File: src/include/cbt_pkg.sv
`default_nettype none
package cbt_pkg;
  localparam int CLK_NS       = 50;
  localparam int WAKE_FILT_NS = 500;
  // least filter time, rounded up to whole cycles
  localparam int WAKE_FILT_CYC = (WAKE_FILT_NS + CLK_NS - 1) / CLK_NS;
  localparam logic [4:0] INFO_PROC_QUANTA = 5'h02;
  localparam logic [4:0] WAKE_CNT_MAX = 5'(WAKE_FILT_CYC);

  localparam int ADDR_W = 8;
  localparam logic [7:0] OFF_ERRCNT = 8'h00;
  localparam logic [7:0] OFF_CFG_A  = 8'h04;
  localparam logic [7:0] OFF_CFG_B  = 8'h08;
  localparam logic [7:0] OFF_FEN    = 8'h0C;
  localparam logic [7:0] OFF_DEST0  = 8'h10;
  localparam logic [7:0] OFF_DEST3  = 8'h1C;
  localparam logic [7:0] OFF_HIT    = 8'h20;

  localparam logic [15:0] CFG_A_RST   = 16'h0000;
  localparam logic [15:0] CFG_B_RST   = 16'h0000;
  localparam logic [15:0] FEN_RST     = 16'hFFFF;
  localparam logic [15:0] DEST_RST    = 16'h0000;
  localparam logic [15:0] CFG_A_WMASK = 16'h00FF;
  localparam logic [15:0] CFG_B_WMASK = 16'h47FF;
  localparam logic [15:0] ALL_WMASK   = 16'hFFFF;

  localparam int NUM_FILT = 16;
  localparam int NUM_DEST_REG = 4;
  localparam logic [3:0] DEST_FIFO = 4'hF;
  localparam logic [1:0] RESP_OKAY   = 2'h0;
  localparam logic [1:0] RESP_SLVERR = 2'h2;

  typedef struct packed {
    logic [7:0] unused;
    logic [1:0] resync_jump_len;
    logic [5:0] quantum_prescaler;
  } cbt_cfg_a_t;

  typedef struct packed {
    logic       unused_hi;
    logic       wake_line_filter_sel;
    logic [2:0] unused_mid;
    logic [2:0] phase_two_len;
    logic       phase_two_free_sel;
    logic       triple_sample_sel;
    logic [2:0] phase_one_len;
    logic [2:0] propagation_len;
  } cbt_cfg_b_t;

  typedef struct packed {
    cbt_cfg_a_t a;
    cbt_cfg_b_t b;
  } cbt_timing_t;

  typedef struct packed {
    logic       valid;
    logic [3:0] dest;
    logic       fifo;
  } cbt_route_t;

  // a code n means n+1 quanta
  function automatic logic [4:0] cbt_quanta(input logic [2:0] code);
    return {2'h0, code} + 5'h01;
  endfunction
endpackage
`default_nettype wire

File: src/rtl/cbt_regs.sv
// Design decisions made here: the placing of the registers and the AXI4-Lite slave port.
`timescale 1ns/10ps
`default_nettype none
// Function
// RULE1: transmit error tally reads in bits 15-8 of error_counters, read only.
// RULE2: receive error tally reads in bits 7-0 of error_counters, read only.
// RULE3: resync jump width is code plus one quanta, one to four.
// RULE4: quantum equals two times prescaler code plus one module clocks.
// RULE5: free phase two length is code plus one quanta, one to eight.
// RULE6: phase two is programmed length, or max of phase one and processing time.
// RULE7: sample mode one takes three samples at sample point, else one.
// RULE8: phase one length is code plus one quanta, one to eight.
// RULE9: propagation length is code plus one quanta, one to eight.
// RULE10: wake filter select routes wake detection through the line filter.
// RULE11: sixteen filter enables, bit n for filter n, all reset to one.
// RULE12: dest code 0-14 selects receive buffer, code 15 the receive FIFO.
// RULE13: four dest fields per register, lowest filter in bits 3-0, reset zero.
// RULE14: accepted message reports matching filter number in a 5-bit field.
// RULE15: bit is sync plus propagation, phase one, phase two; sample ends phase one.
module cbt_regs (
  input  wire logic                 clk,
  input  wire logic                 rst,
  input  wire logic [7:0]           s_axi_awaddr,
  input  wire logic                 s_axi_awvalid,
  output logic                      s_axi_awready,
  input  wire logic [31:0]          s_axi_wdata,
  input  wire logic [3:0]           s_axi_wstrb,
  input  wire logic                 s_axi_wvalid,
  output logic                      s_axi_wready,
  output logic [1:0]                s_axi_bresp,
  output logic                      s_axi_bvalid,
  input  wire logic                 s_axi_bready,
  input  wire logic [7:0]           s_axi_araddr,
  input  wire logic                 s_axi_arvalid,
  output logic                      s_axi_arready,
  output logic [31:0]               s_axi_rdata,
  output logic [1:0]                s_axi_rresp,
  output logic                      s_axi_rvalid,
  input  wire logic                 s_axi_rready,
  input  wire logic                 can_rx,
  input  wire logic [7:0]           tx_fault_tally,
  input  wire logic [7:0]           rx_fault_tally,
  input  wire logic                 hit_valid,
  input  wire logic [3:0]           hit_index,
  output logic [15:0]               filter_accept_enable,
  output cbt_pkg::cbt_route_t       route,
  output logic [4:0]                matched_filter_index,
  output cbt_pkg::cbt_timing_t      timing,
  output logic                      tq_tick,
  output logic                      sample_pt,
  output logic                      bit_end,
  output logic                      bus_bit,
  output logic                      wake_detect,
  output logic [4:0]                phase_two_eff
);
  import cbt_pkg::*;

  typedef enum {
    REG_ERRCNT,
    REG_CFG_A,
    REG_CFG_B,
    REG_FEN,
    REG_DEST,
    REG_HIT,
    REG_NONE
  } cbt_sel_t;

  logic        aw_held;
  logic [7:0]  aw_addr;
  logic        w_held;
  logic [15:0] w_data;
  logic [1:0]  w_strb;
  logic        wr_go;
  cbt_sel_t    wr_sel;
  logic [1:0]  wr_didx;
  logic        ar_fire;
  logic        rx_meta;
  logic        rx_sync;
  logic        accepted;

  cbt_cfg_a_t  cfg_a;
  cbt_cfg_b_t  cfg_b;
  logic [15:0] dest_reg [NUM_DEST_REG];

  // address decode shared by the read and the write path
  function automatic cbt_sel_t decode(input logic [7:0] addr);
    cbt_sel_t sel;
    sel = REG_NONE;
    if (addr[1:0] != 2'h0) begin
      sel = REG_NONE;
    end else if (addr == OFF_ERRCNT) begin
      sel = REG_ERRCNT;
    end else if (addr == OFF_CFG_A) begin
      sel = REG_CFG_A;
    end else if (addr == OFF_CFG_B) begin
      sel = REG_CFG_B;
    end else if (addr == OFF_FEN) begin
      sel = REG_FEN;
    end else if (addr >= OFF_DEST0 && addr <= OFF_DEST3) begin
      sel = REG_DEST;
    end else if (addr == OFF_HIT) begin
      sel = REG_HIT;
    end
    return sel;
  endfunction

  // only byte lanes 0 and 1 exist; other lanes are ignored
  function automatic logic [15:0] merge(
    input logic [15:0] old,
    input logic [15:0] data,
    input logic [1:0]  strb,
    input logic [15:0] wmask
  );
    logic [15:0] lane;
    lane = {{8{strb[1]}}, {8{strb[0]}}} & wmask;
    return (old & ~lane) | (data & lane);
  endfunction

  function automatic logic [3:0] dest_of(input logic [3:0] idx);
    logic [15:0] word;
    word = dest_reg[idx[3:2]];
    return word[{idx[1:0], 2'h0} +: 4];  // [RULE13]
  endfunction

  assign s_axi_awready = !aw_held;
  assign s_axi_wready  = !w_held;
  assign s_axi_arready = !s_axi_rvalid;
  assign ar_fire       = s_axi_arvalid && s_axi_arready;
  assign wr_go         = aw_held && w_held && !s_axi_bvalid;
  assign wr_sel        = decode(aw_addr);
  assign wr_didx       = aw_addr[3:2];
  assign accepted      = hit_valid && filter_accept_enable[hit_index];  // [RULE11]
  assign timing        = '{a: cfg_a, b: cfg_b};

  always_ff @(posedge clk or posedge rst) begin
    if (rst) begin
      aw_held <= 1'b0;
      aw_addr <= 8'h00;
    end else if (s_axi_awvalid && !aw_held) begin
      aw_held <= 1'b1;
      aw_addr <= s_axi_awaddr;
    end else if (wr_go) begin
      aw_held <= 1'b0;
    end
  end

  always_ff @(posedge clk or posedge rst) begin
    if (rst) begin
      w_held <= 1'b0;
      w_data <= 16'h0000;
      w_strb <= 2'h0;
    end else if (s_axi_wvalid && !w_held) begin
      w_held <= 1'b1;
      w_data <= s_axi_wdata[15:0];
      w_strb <= s_axi_wstrb[1:0];
    end else if (wr_go) begin
      w_held <= 1'b0;
    end
  end

  // read-only and unmapped writes are answered with an error, no effect
  always_ff @(posedge clk or posedge rst) begin
    if (rst) begin
      s_axi_bvalid <= 1'b0;
      s_axi_bresp <= RESP_OKAY;
    end else if (wr_go) begin
      s_axi_bvalid <= 1'b1;
      if (wr_sel == REG_NONE || wr_sel == REG_ERRCNT || wr_sel == REG_HIT) begin
        s_axi_bresp <= RESP_SLVERR;
      end else begin
        s_axi_bresp <= RESP_OKAY;
      end
    end else if (s_axi_bready) begin
      s_axi_bvalid <= 1'b0;
    end
  end

  always_ff @(posedge clk or posedge rst) begin
    if (rst) begin
      cfg_a <= CFG_A_RST;
      cfg_b <= CFG_B_RST;
    end else if (wr_go && wr_sel == REG_CFG_A) begin
      cfg_a <= merge(cfg_a, w_data, w_strb, CFG_A_WMASK);  // [RULE3] [RULE4]
    end else if (wr_go && wr_sel == REG_CFG_B) begin
      cfg_b <= merge(cfg_b, w_data, w_strb, CFG_B_WMASK);  // [RULE5] [RULE6] [RULE7]
    end
  end

  always_ff @(posedge clk or posedge rst) begin
    if (rst) begin
      filter_accept_enable <= FEN_RST;  // [RULE11]
    end else if (wr_go && wr_sel == REG_FEN) begin
      filter_accept_enable <= merge(filter_accept_enable, w_data, w_strb, ALL_WMASK);
    end
  end

  always_ff @(posedge clk or posedge rst) begin
    if (rst) begin
      for (int i = 0; i < NUM_DEST_REG; i++) begin
        dest_reg[i] <= DEST_RST;  // [RULE13]
      end
    end else if (wr_go && wr_sel == REG_DEST) begin
      dest_reg[wr_didx] <= merge(dest_reg[wr_didx], w_data, w_strb, ALL_WMASK);
    end
  end

  // disabled filters never route and never update the hit number
  always_ff @(posedge clk or posedge rst) begin
    if (rst) begin
      route <= '0;
      matched_filter_index <= 5'h00;
    end else begin
      route.valid <= accepted;
      if (accepted) begin
        route.dest <= dest_of(hit_index);  // [RULE12]
        route.fifo <= (dest_of(hit_index) == DEST_FIFO);  // [RULE12]
        matched_filter_index <= {1'b0, hit_index};  // [RULE14]
      end
    end
  end

  always_ff @(posedge clk or posedge rst) begin
    if (rst) begin
      s_axi_rvalid <= 1'b0;
      s_axi_rdata <= 32'h0000_0000;
      s_axi_rresp <= RESP_OKAY;
    end else if (ar_fire) begin
      s_axi_rvalid <= 1'b1;
      s_axi_rresp <= RESP_OKAY;
      s_axi_rdata <= 32'h0000_0000;
      case (decode(s_axi_araddr))
        REG_ERRCNT: s_axi_rdata[15:0] <= {tx_fault_tally, rx_fault_tally};  // [RULE1] [RULE2]
        REG_CFG_A:  s_axi_rdata[15:0] <= cfg_a & CFG_A_WMASK;
        REG_CFG_B:  s_axi_rdata[15:0] <= cfg_b & CFG_B_WMASK;
        REG_FEN:    s_axi_rdata[15:0] <= filter_accept_enable;
        REG_DEST:   s_axi_rdata[15:0] <= dest_reg[s_axi_araddr[3:2]];
        REG_HIT:    s_axi_rdata[4:0] <= matched_filter_index;  // [RULE14]
        default:    s_axi_rresp <= RESP_SLVERR;
      endcase
    end else if (s_axi_rready) begin
      s_axi_rvalid <= 1'b0;
    end
  end

  // bus pin is asynchronous to clk
  always_ff @(posedge clk or posedge rst) begin
    if (rst) begin
      rx_meta <= 1'b1;
      rx_sync <= 1'b1;
    end else begin
      rx_meta <= can_rx;
      rx_sync <= rx_meta;
    end
  end

  cbt_bit_timer u_timer (
    .clk           (clk),
    .rst           (rst),
    .timing        (timing),
    .rx_line       (rx_sync),
    .tq_tick       (tq_tick),
    .sample_pt     (sample_pt),
    .bit_end       (bit_end),
    .bus_bit       (bus_bit),
    .wake_detect   (wake_detect),
    .phase_two_eff (phase_two_eff)
  );

  // helper: cycles between quantum ticks under stable settings
  logic [7:0] gap;
  logic       gap_ok;
  always_ff @(posedge clk or posedge rst) begin
    if (rst) begin
      gap <= 8'h00;
      gap_ok <= 1'b0;
    end else if (wr_go) begin
      gap <= 8'h00;
      gap_ok <= 1'b0;
    end else if (tq_tick) begin
      gap <= 8'h01;
      gap_ok <= 1'b1;
    end else if (gap != 8'hFF) begin
      gap <= gap + 8'h01;
    end
  end

  // low field of the hit filter's group, to check packing apart from dest_of
  logic [3:0] lane0_dest;
  assign lane0_dest = dest_reg[hit_index[3:2]][3:0];
endmodule
`default_nettype wire

File: src/rtl/cbt_bit_timer.sv
`timescale 1ns/10ps
`default_nettype none
module cbt_bit_timer (
  input  wire logic               clk,
  input  wire logic               rst,
  input  wire cbt_pkg::cbt_timing_t timing,
  input  wire logic               rx_line,
  output logic                    tq_tick,
  output logic                    sample_pt,
  output logic                    bit_end,
  output logic                    bus_bit,
  output logic                    wake_detect,
  output logic [4:0]              phase_two_eff
);
  import cbt_pkg::*;

  logic [6:0] pre_cnt;
  logic [6:0] pre_top;
  logic [4:0] q_cnt;
  logic [4:0] prop_q;
  logic [4:0] p1_q;
  logic [4:0] jump_q;
  logic [4:0] bit_len;
  logic [4:0] samp_idx;
  logic [1:0] hist;
  logic       rx_d;
  logic       edge_seen;
  logic       resynced;
  logic [4:0] wake_cnt;

  assign pre_top  = {timing.a.quantum_prescaler, 1'b1};  // [RULE4]
  assign tq_tick  = (pre_cnt == pre_top);
  assign prop_q   = cbt_quanta(timing.b.propagation_len);  // [RULE9]
  assign p1_q     = cbt_quanta(timing.b.phase_one_len);  // [RULE8]
  assign jump_q   = {3'h0, timing.a.resync_jump_len} + 5'h01;  // [RULE3]
  assign samp_idx = prop_q + p1_q;  // [RULE15]
  assign bit_len  = 5'h01 + prop_q + p1_q + phase_two_eff;  // [RULE15]
  assign edge_seen = rx_d && !rx_line && !resynced;

  always_comb begin
    if (timing.b.phase_two_free_sel) begin
      phase_two_eff = cbt_quanta(timing.b.phase_two_len);  // [RULE5] [RULE6]
    end else begin
      phase_two_eff = (p1_q > INFO_PROC_QUANTA) ? p1_q : INFO_PROC_QUANTA;  // [RULE6]
    end
  end

  always_ff @(posedge clk or posedge rst) begin
    if (rst) begin
      pre_cnt <= 7'h00;
    end else if (tq_tick || pre_cnt > pre_top) begin
      pre_cnt <= 7'h00;
    end else begin
      pre_cnt <= pre_cnt + 7'h01;
    end
  end

  // one resync per bit; late edge stretches, early edge shortens by the jump width
  always_ff @(posedge clk or posedge rst) begin
    if (rst) begin
      q_cnt <= 5'h00;
      resynced <= 1'b0;
    end else if (edge_seen && q_cnt != 5'h00) begin
      resynced <= 1'b1;
      if (q_cnt > samp_idx) begin
        q_cnt <= (bit_len - q_cnt <= jump_q) ? 5'h00 : q_cnt + jump_q;  // [RULE3]
      end else begin
        q_cnt <= (q_cnt > jump_q) ? q_cnt - jump_q : 5'h01;  // [RULE3]
      end
    end else if (tq_tick) begin
      if (q_cnt >= bit_len - 5'h01) begin
        q_cnt <= 5'h00;
        resynced <= 1'b0;
      end else begin
        q_cnt <= q_cnt + 5'h01;
      end
    end
  end

  always_ff @(posedge clk or posedge rst) begin
    if (rst) begin
      rx_d <= 1'b1;
      hist <= 2'h3;
      sample_pt <= 1'b0;
      bit_end <= 1'b0;
      bus_bit <= 1'b1;
    end else begin
      rx_d <= rx_line;
      sample_pt <= tq_tick && q_cnt == samp_idx;
      bit_end <= tq_tick && q_cnt >= bit_len - 5'h01;
      if (tq_tick) begin
        hist <= {hist[0], rx_line};
      end
      if (tq_tick && q_cnt == samp_idx) begin
        if (timing.b.triple_sample_sel) begin
          bus_bit <= (hist[1] & hist[0]) | (hist[1] & rx_line) | (hist[0] & rx_line);  // [RULE7]
        end else begin
          bus_bit <= rx_line;  // [RULE7]
        end
      end
    end
  end

  // dominant must persist through the filter before it counts as wake
  always_ff @(posedge clk or posedge rst) begin
    if (rst) begin
      wake_cnt <= 5'h00;
      wake_detect <= 1'b0;
    end else begin
      if (rx_line) begin
        wake_cnt <= 5'h00;
      end else if (wake_cnt != WAKE_CNT_MAX) begin
        wake_cnt <= wake_cnt + 5'h01;
      end
      wake_detect <= timing.b.wake_line_filter_sel ? (wake_cnt == WAKE_CNT_MAX) : !rx_line;  // [RULE10]
    end
  end
endmodule
`default_nettype wire

File: config.mk
export PLATFORM = sky130hd
export DESIGN_NAME = cbt_regs
export DESIGN_NICKNAME = d
export VERILOG_FILES = /design/src/include/cbt_pkg.sv /design/src/rtl/cbt_regs.sv /design/src/rtl/cbt_bit_timer.sv
export SDC_FILE = /design/constraint.sdc
export NUM_CORES = 1
export LEC_CHECK = 0
export BUFFER_PORTS_ARGS = -buffer_cell sky130_fd_sc_hd__buf_4
export CORE_ASPECT_RATIO = 1.1
export CORE_MARGIN = 4
export CORE_UTILIZATION = 28
export CTS_BUF_LIST = sky130_fd_sc_hd__clkbuf_4 sky130_fd_sc_hd__clkbuf_8
export DETAILED_ROUTE_END_ITERATION = 10
export SLEW_MARGIN = 20
export SYNTH_ARGS = -nofsm -noshare
export SYNTH_HDL_FRONTEND = slang
export SYNTH_SLANG_ARGS = --single-unit
File: constraint.sdc
create_clock -name clk -period 8.3 [get_ports clk]
set_clock_uncertainty 0.2 [all_clocks]
set_input_delay 1.66 -clock clk [delete_from_list [all_inputs] [get_ports clk]]
set_output_delay 1.66 -clock clk [all_outputs]
set_load 0.1 [all_outputs]
==> impl_metrics.toml <==
[hold_path]
min-delay-path-class = "reg2reg"

[timing]
setup_tns_ns = 0
max_freq_mhz = 203
max_slew_margin_pct = 38.8
final_number_of_setup_violating_endpoints = 0
final_hold_viol_count = 0
final_hold_slack_ns = 0.160
report.final.slew_viol_count = 0
fin_crit_ns = 4.93
post-route-period-util_pct = 59.4
grt_setup_unrepaired = "no"
worst_margin_slew_ns = 0.917

[clocking]
cts_hold_repair.buffers = 0
numClockSinks = 185
clockRootBuffer = "sky130_fd_sc_hd__clkbuf_8"
post_cts_resized = 0
clk_transition_reported_paths_ns = 0.10
cts_max_path_buffers = 2
cts_buffers = 17
post_cts.repair.setup_buffers = 0
number_of_levels_in_the_clock_h_tree = 4
clkLatencyLatePin_ns = 0.48
tritoncts = "yes"

[cells_and_area]
areaGrowthSynthToFinish_pct = 16.8
layout-drive-gt1-share_pct = 30.6
count_of_antenna_diodes_in_the_layout = 0
num-nets-final = 1235

[critical_path]
criticalPathCategory = "reg2reg"
cp.required_ns = 8.50
worstPathArrival_ns = 5.13
critical_path.max_stage_delay_ns = 0.64
cp_max_fo = 9
crit_slowest_cell = "sky130_fd_sc_hd__dfrtp_1"
timing.critical_path.from_type = "register"
worstPathCellList = "ha_1 -> xor2_1 -> o21ai_0 -> mux2i_1 -> fa_1 -> inv_1 -> ha_1 -> a21o_1 -> a21oi_1 -> xnor2_1 -> nor3b_1 -> xor2_1 -> ha_1 -> a21oi_1 -> o21ai_1 -> o211ai_1 -> o211ai_1 -> o21ai_0"
critPathCaptureType = "register"
cpMostUsedCell = "sky130_fd_sc_hd__ha_1"

[power]
static-leakage-power_nw = 5.75
peakVddDrop_mv = 0.208
power.density_cell_area_nw_per_um2 = 312

[grt]
grt_start_max_net_pins = 71
grt_antenna_before_repair = 3
globalRouteOverflowTotal = 0
grt.total_usage_pct = 14.8
first_global_vias = 8141
global_route_wire_length_before_repair_um = 48400

[placement]
hpwl_um = 23400
portBuffers = 140
gp_congestion = 0.818

[status]
status = "finished clean"

[flow_run]
maxCapViolations = 0

[floorplan]
core.rowCount = 75
design.core.area_sq_um = 38400
die_width_um = 196
initial_utilization_pct = 28.5
ioPinCount = 191
die-area_sq_um = 42200
die_height_um = 215

[yosys]
synth_top_area_cell = "sky130_fd_sc_hd__dfrtp_1"
syn-cell-area_sq_um = 10900
ys_async_sr_fraction_pct = 100
synth_cells = 984
synth.area.top_cells = "sky130_fd_sc_hd__dfrtp_1, sky130_fd_sc_hd__mux4_2, sky130_fd_sc_hd__mux2_2"
ys_seq_elements = 185
synth_largest_type_area_fraction_pct = 37.4
number_of_enable_flip_flop_cells_after_synthesis = 0
syn_area_per_cell_sq_um = 11.1
netlist-cell-type-count = 61
yosys_warnings = 0
primary_ff_master_synth = "sky130_fd_sc_hd__dfrtp_1"
seq_area_frac_synth_pct = 42.6

[routing]
detailedRoute.firstIterationViolations = 313
met1Wirelength_um = 12600
drc_errors = 0
routed_length_per_placed_instance_um = 19.4
route.vias.total = 8007
first_pass_iters = 6
detailroute.wirelength.met3_um = 1880
detail_route.vias_per_cell = 4.97
antenna_violating_nets_post_route = 0
dr.max_layer_used = "met5"
wl_um = 31300
met2WireLength_um = 15800
-- layer usage --
layer	GRT usage [%]	up-vias
met2	24.9	226
met4	5.68	6
met1	18.4	4026
met5	0	-
li1	-	3696
met3	3.40	53
-- critical path, delay by kind of cell, from the launching register on --
| kind | cells | cell delay (ns) |
|---|---|---|
| compound gates | 8 | 1.48 |
| fa+ha+maj | 4 | 1.24 |
| flops | 1 | 0.64 |
| xor+xnor | 3 | 0.63 |
| mux | 1 | 0.29 |
| simple gates | 1 | 0.25 |
| buf+inv | 1 | 0.12 |
-- Yosys cell counts, drive strengths merged (3+ instances only) --
cell	n
o211ai	4
xor2	13
nand2	116
nor2	47
o21a	3
dfstp	22
a21o	11
nor3	10
or4	3
a22oi	13
nand2b	3
a21oi	33
o21bai	3
clkbuf	31
o31ai	5
nand4	5
dfrtp	163
mux2i	30
mux2	71
o21ai	100
nor2b	6
inv	49
o41ai	5
xnor2	17
nor3b	3
ha	50
mux4	58
o22ai	3
fa	7
buf	54
nand3	13
-- report_power, final --
group | leakage [nW] | internal (mW) | switching [mW]
sequential | 2.40 | 1.09 | 0.253
clock | 0.213 | 0.329 | 0.345
combinational | 3.14 | 0.707 | 1.26
-- through the flow --
| stage | setup WS, ns | std cells | cell area, sq um | power, mW | util [%] |
|---|---|---|---|---|---|
| 2_1_floorplan | 1.45 | 1015 | 11000 | 2.84 | - |
| 3_3_place_gp | 3.46 | 1578 | 12300 | 3.28 | 32.1 |
| 3_5_place_dp | 3.40 | 1578 | 12300 | 3.33 | 32.1 |
| 4_1_cts | 3.35 | 1610 | 12700 | 4.01 | 33.2 |
| 5_1_grt | 2.95 | 1610 | 12800 | 4.27 | 33.2 |
| 6_report | 3.37 | 1610 | 12800 | 3.98 | 33.2 |
-- kinds of logic after synthesis --
logic type	share of synthesized area [%]
AOI/OAI and AO/OA	10.5
xor gates and xnor gates	2.41
adders and majority gates	7.20
buffers and inverters	5.99
DFF	42.6
muxes	22.0
other	0.0343
and+or+nand+nor	9.21
-- layout by cell type (no fill, tap or decap), types with 17 or more instances in the layout --
master,netlist,routed
sky130_fd_sc_hd__mux2_2,71,71
sky130_fd_sc_hd__nand2_1,114,113
sky130_fd_sc_hd__mux2i_1,30,30
sky130_fd_sc_hd__dfstp_2,22,22
sky130_fd_sc_hd__o21ai_0,96,96
sky130_fd_sc_hd__xnor2_1,17,17
sky130_fd_sc_hd__conb_1,1,32
sky130_fd_sc_hd__ha_1,50,50
sky130_fd_sc_hd__inv_1,49,48
sky130_fd_sc_hd__mux4_2,58,58
sky130_fd_sc_hd__buf_4,34,148
sky130_fd_sc_hd__clkbuf_8,0,17
sky130_fd_sc_hd__a21oi_1,33,33
sky130_fd_sc_hd__nor2_1,47,47
sky130_fd_sc_hd__dfrtp_1,163,163
-- area by class of cell --
cell class	instances	area, sq um
timing repair buffer	148	1110
tap	500	626
inverter	50	193
fill	3900	25600
clock buffer	17	234
sequential	185	4660
clock inverter	15	198
multi-input combinational	695	5740
-- worst paths after layout --
| kind | startpoint | to | slack (ns) | cells after the start |
|---|---|---|---|---|
| worst max-delay path | register | u_timer.q_cnt[3]$_DFFE_PP0P_ | 3.37 | 18 |
| worst min-delay path | rx_meta$_DFF_PP1_ | rx_sync$_DFF_PP1_ | 0.16 | 0 |
| worst max register to register | register | u_timer.q_cnt[3]$_DFFE_PP0P_ | 3.37 | 18 |
| worst min register to register | rx_meta$_DFF_PP1_ | rx_sync$_DFF_PP1_ | 0.16 | 0 |
| max in group asynchronous | rst | s_axi_rdata[9]$_DFFE_PP0P_ | 5.59 | 3 |
| min in group asynchronous | rst | u_timer.wake_detect$_DFF_PP0_ | 1.00 | 2 |
Power figures use the tool's default switching activity.
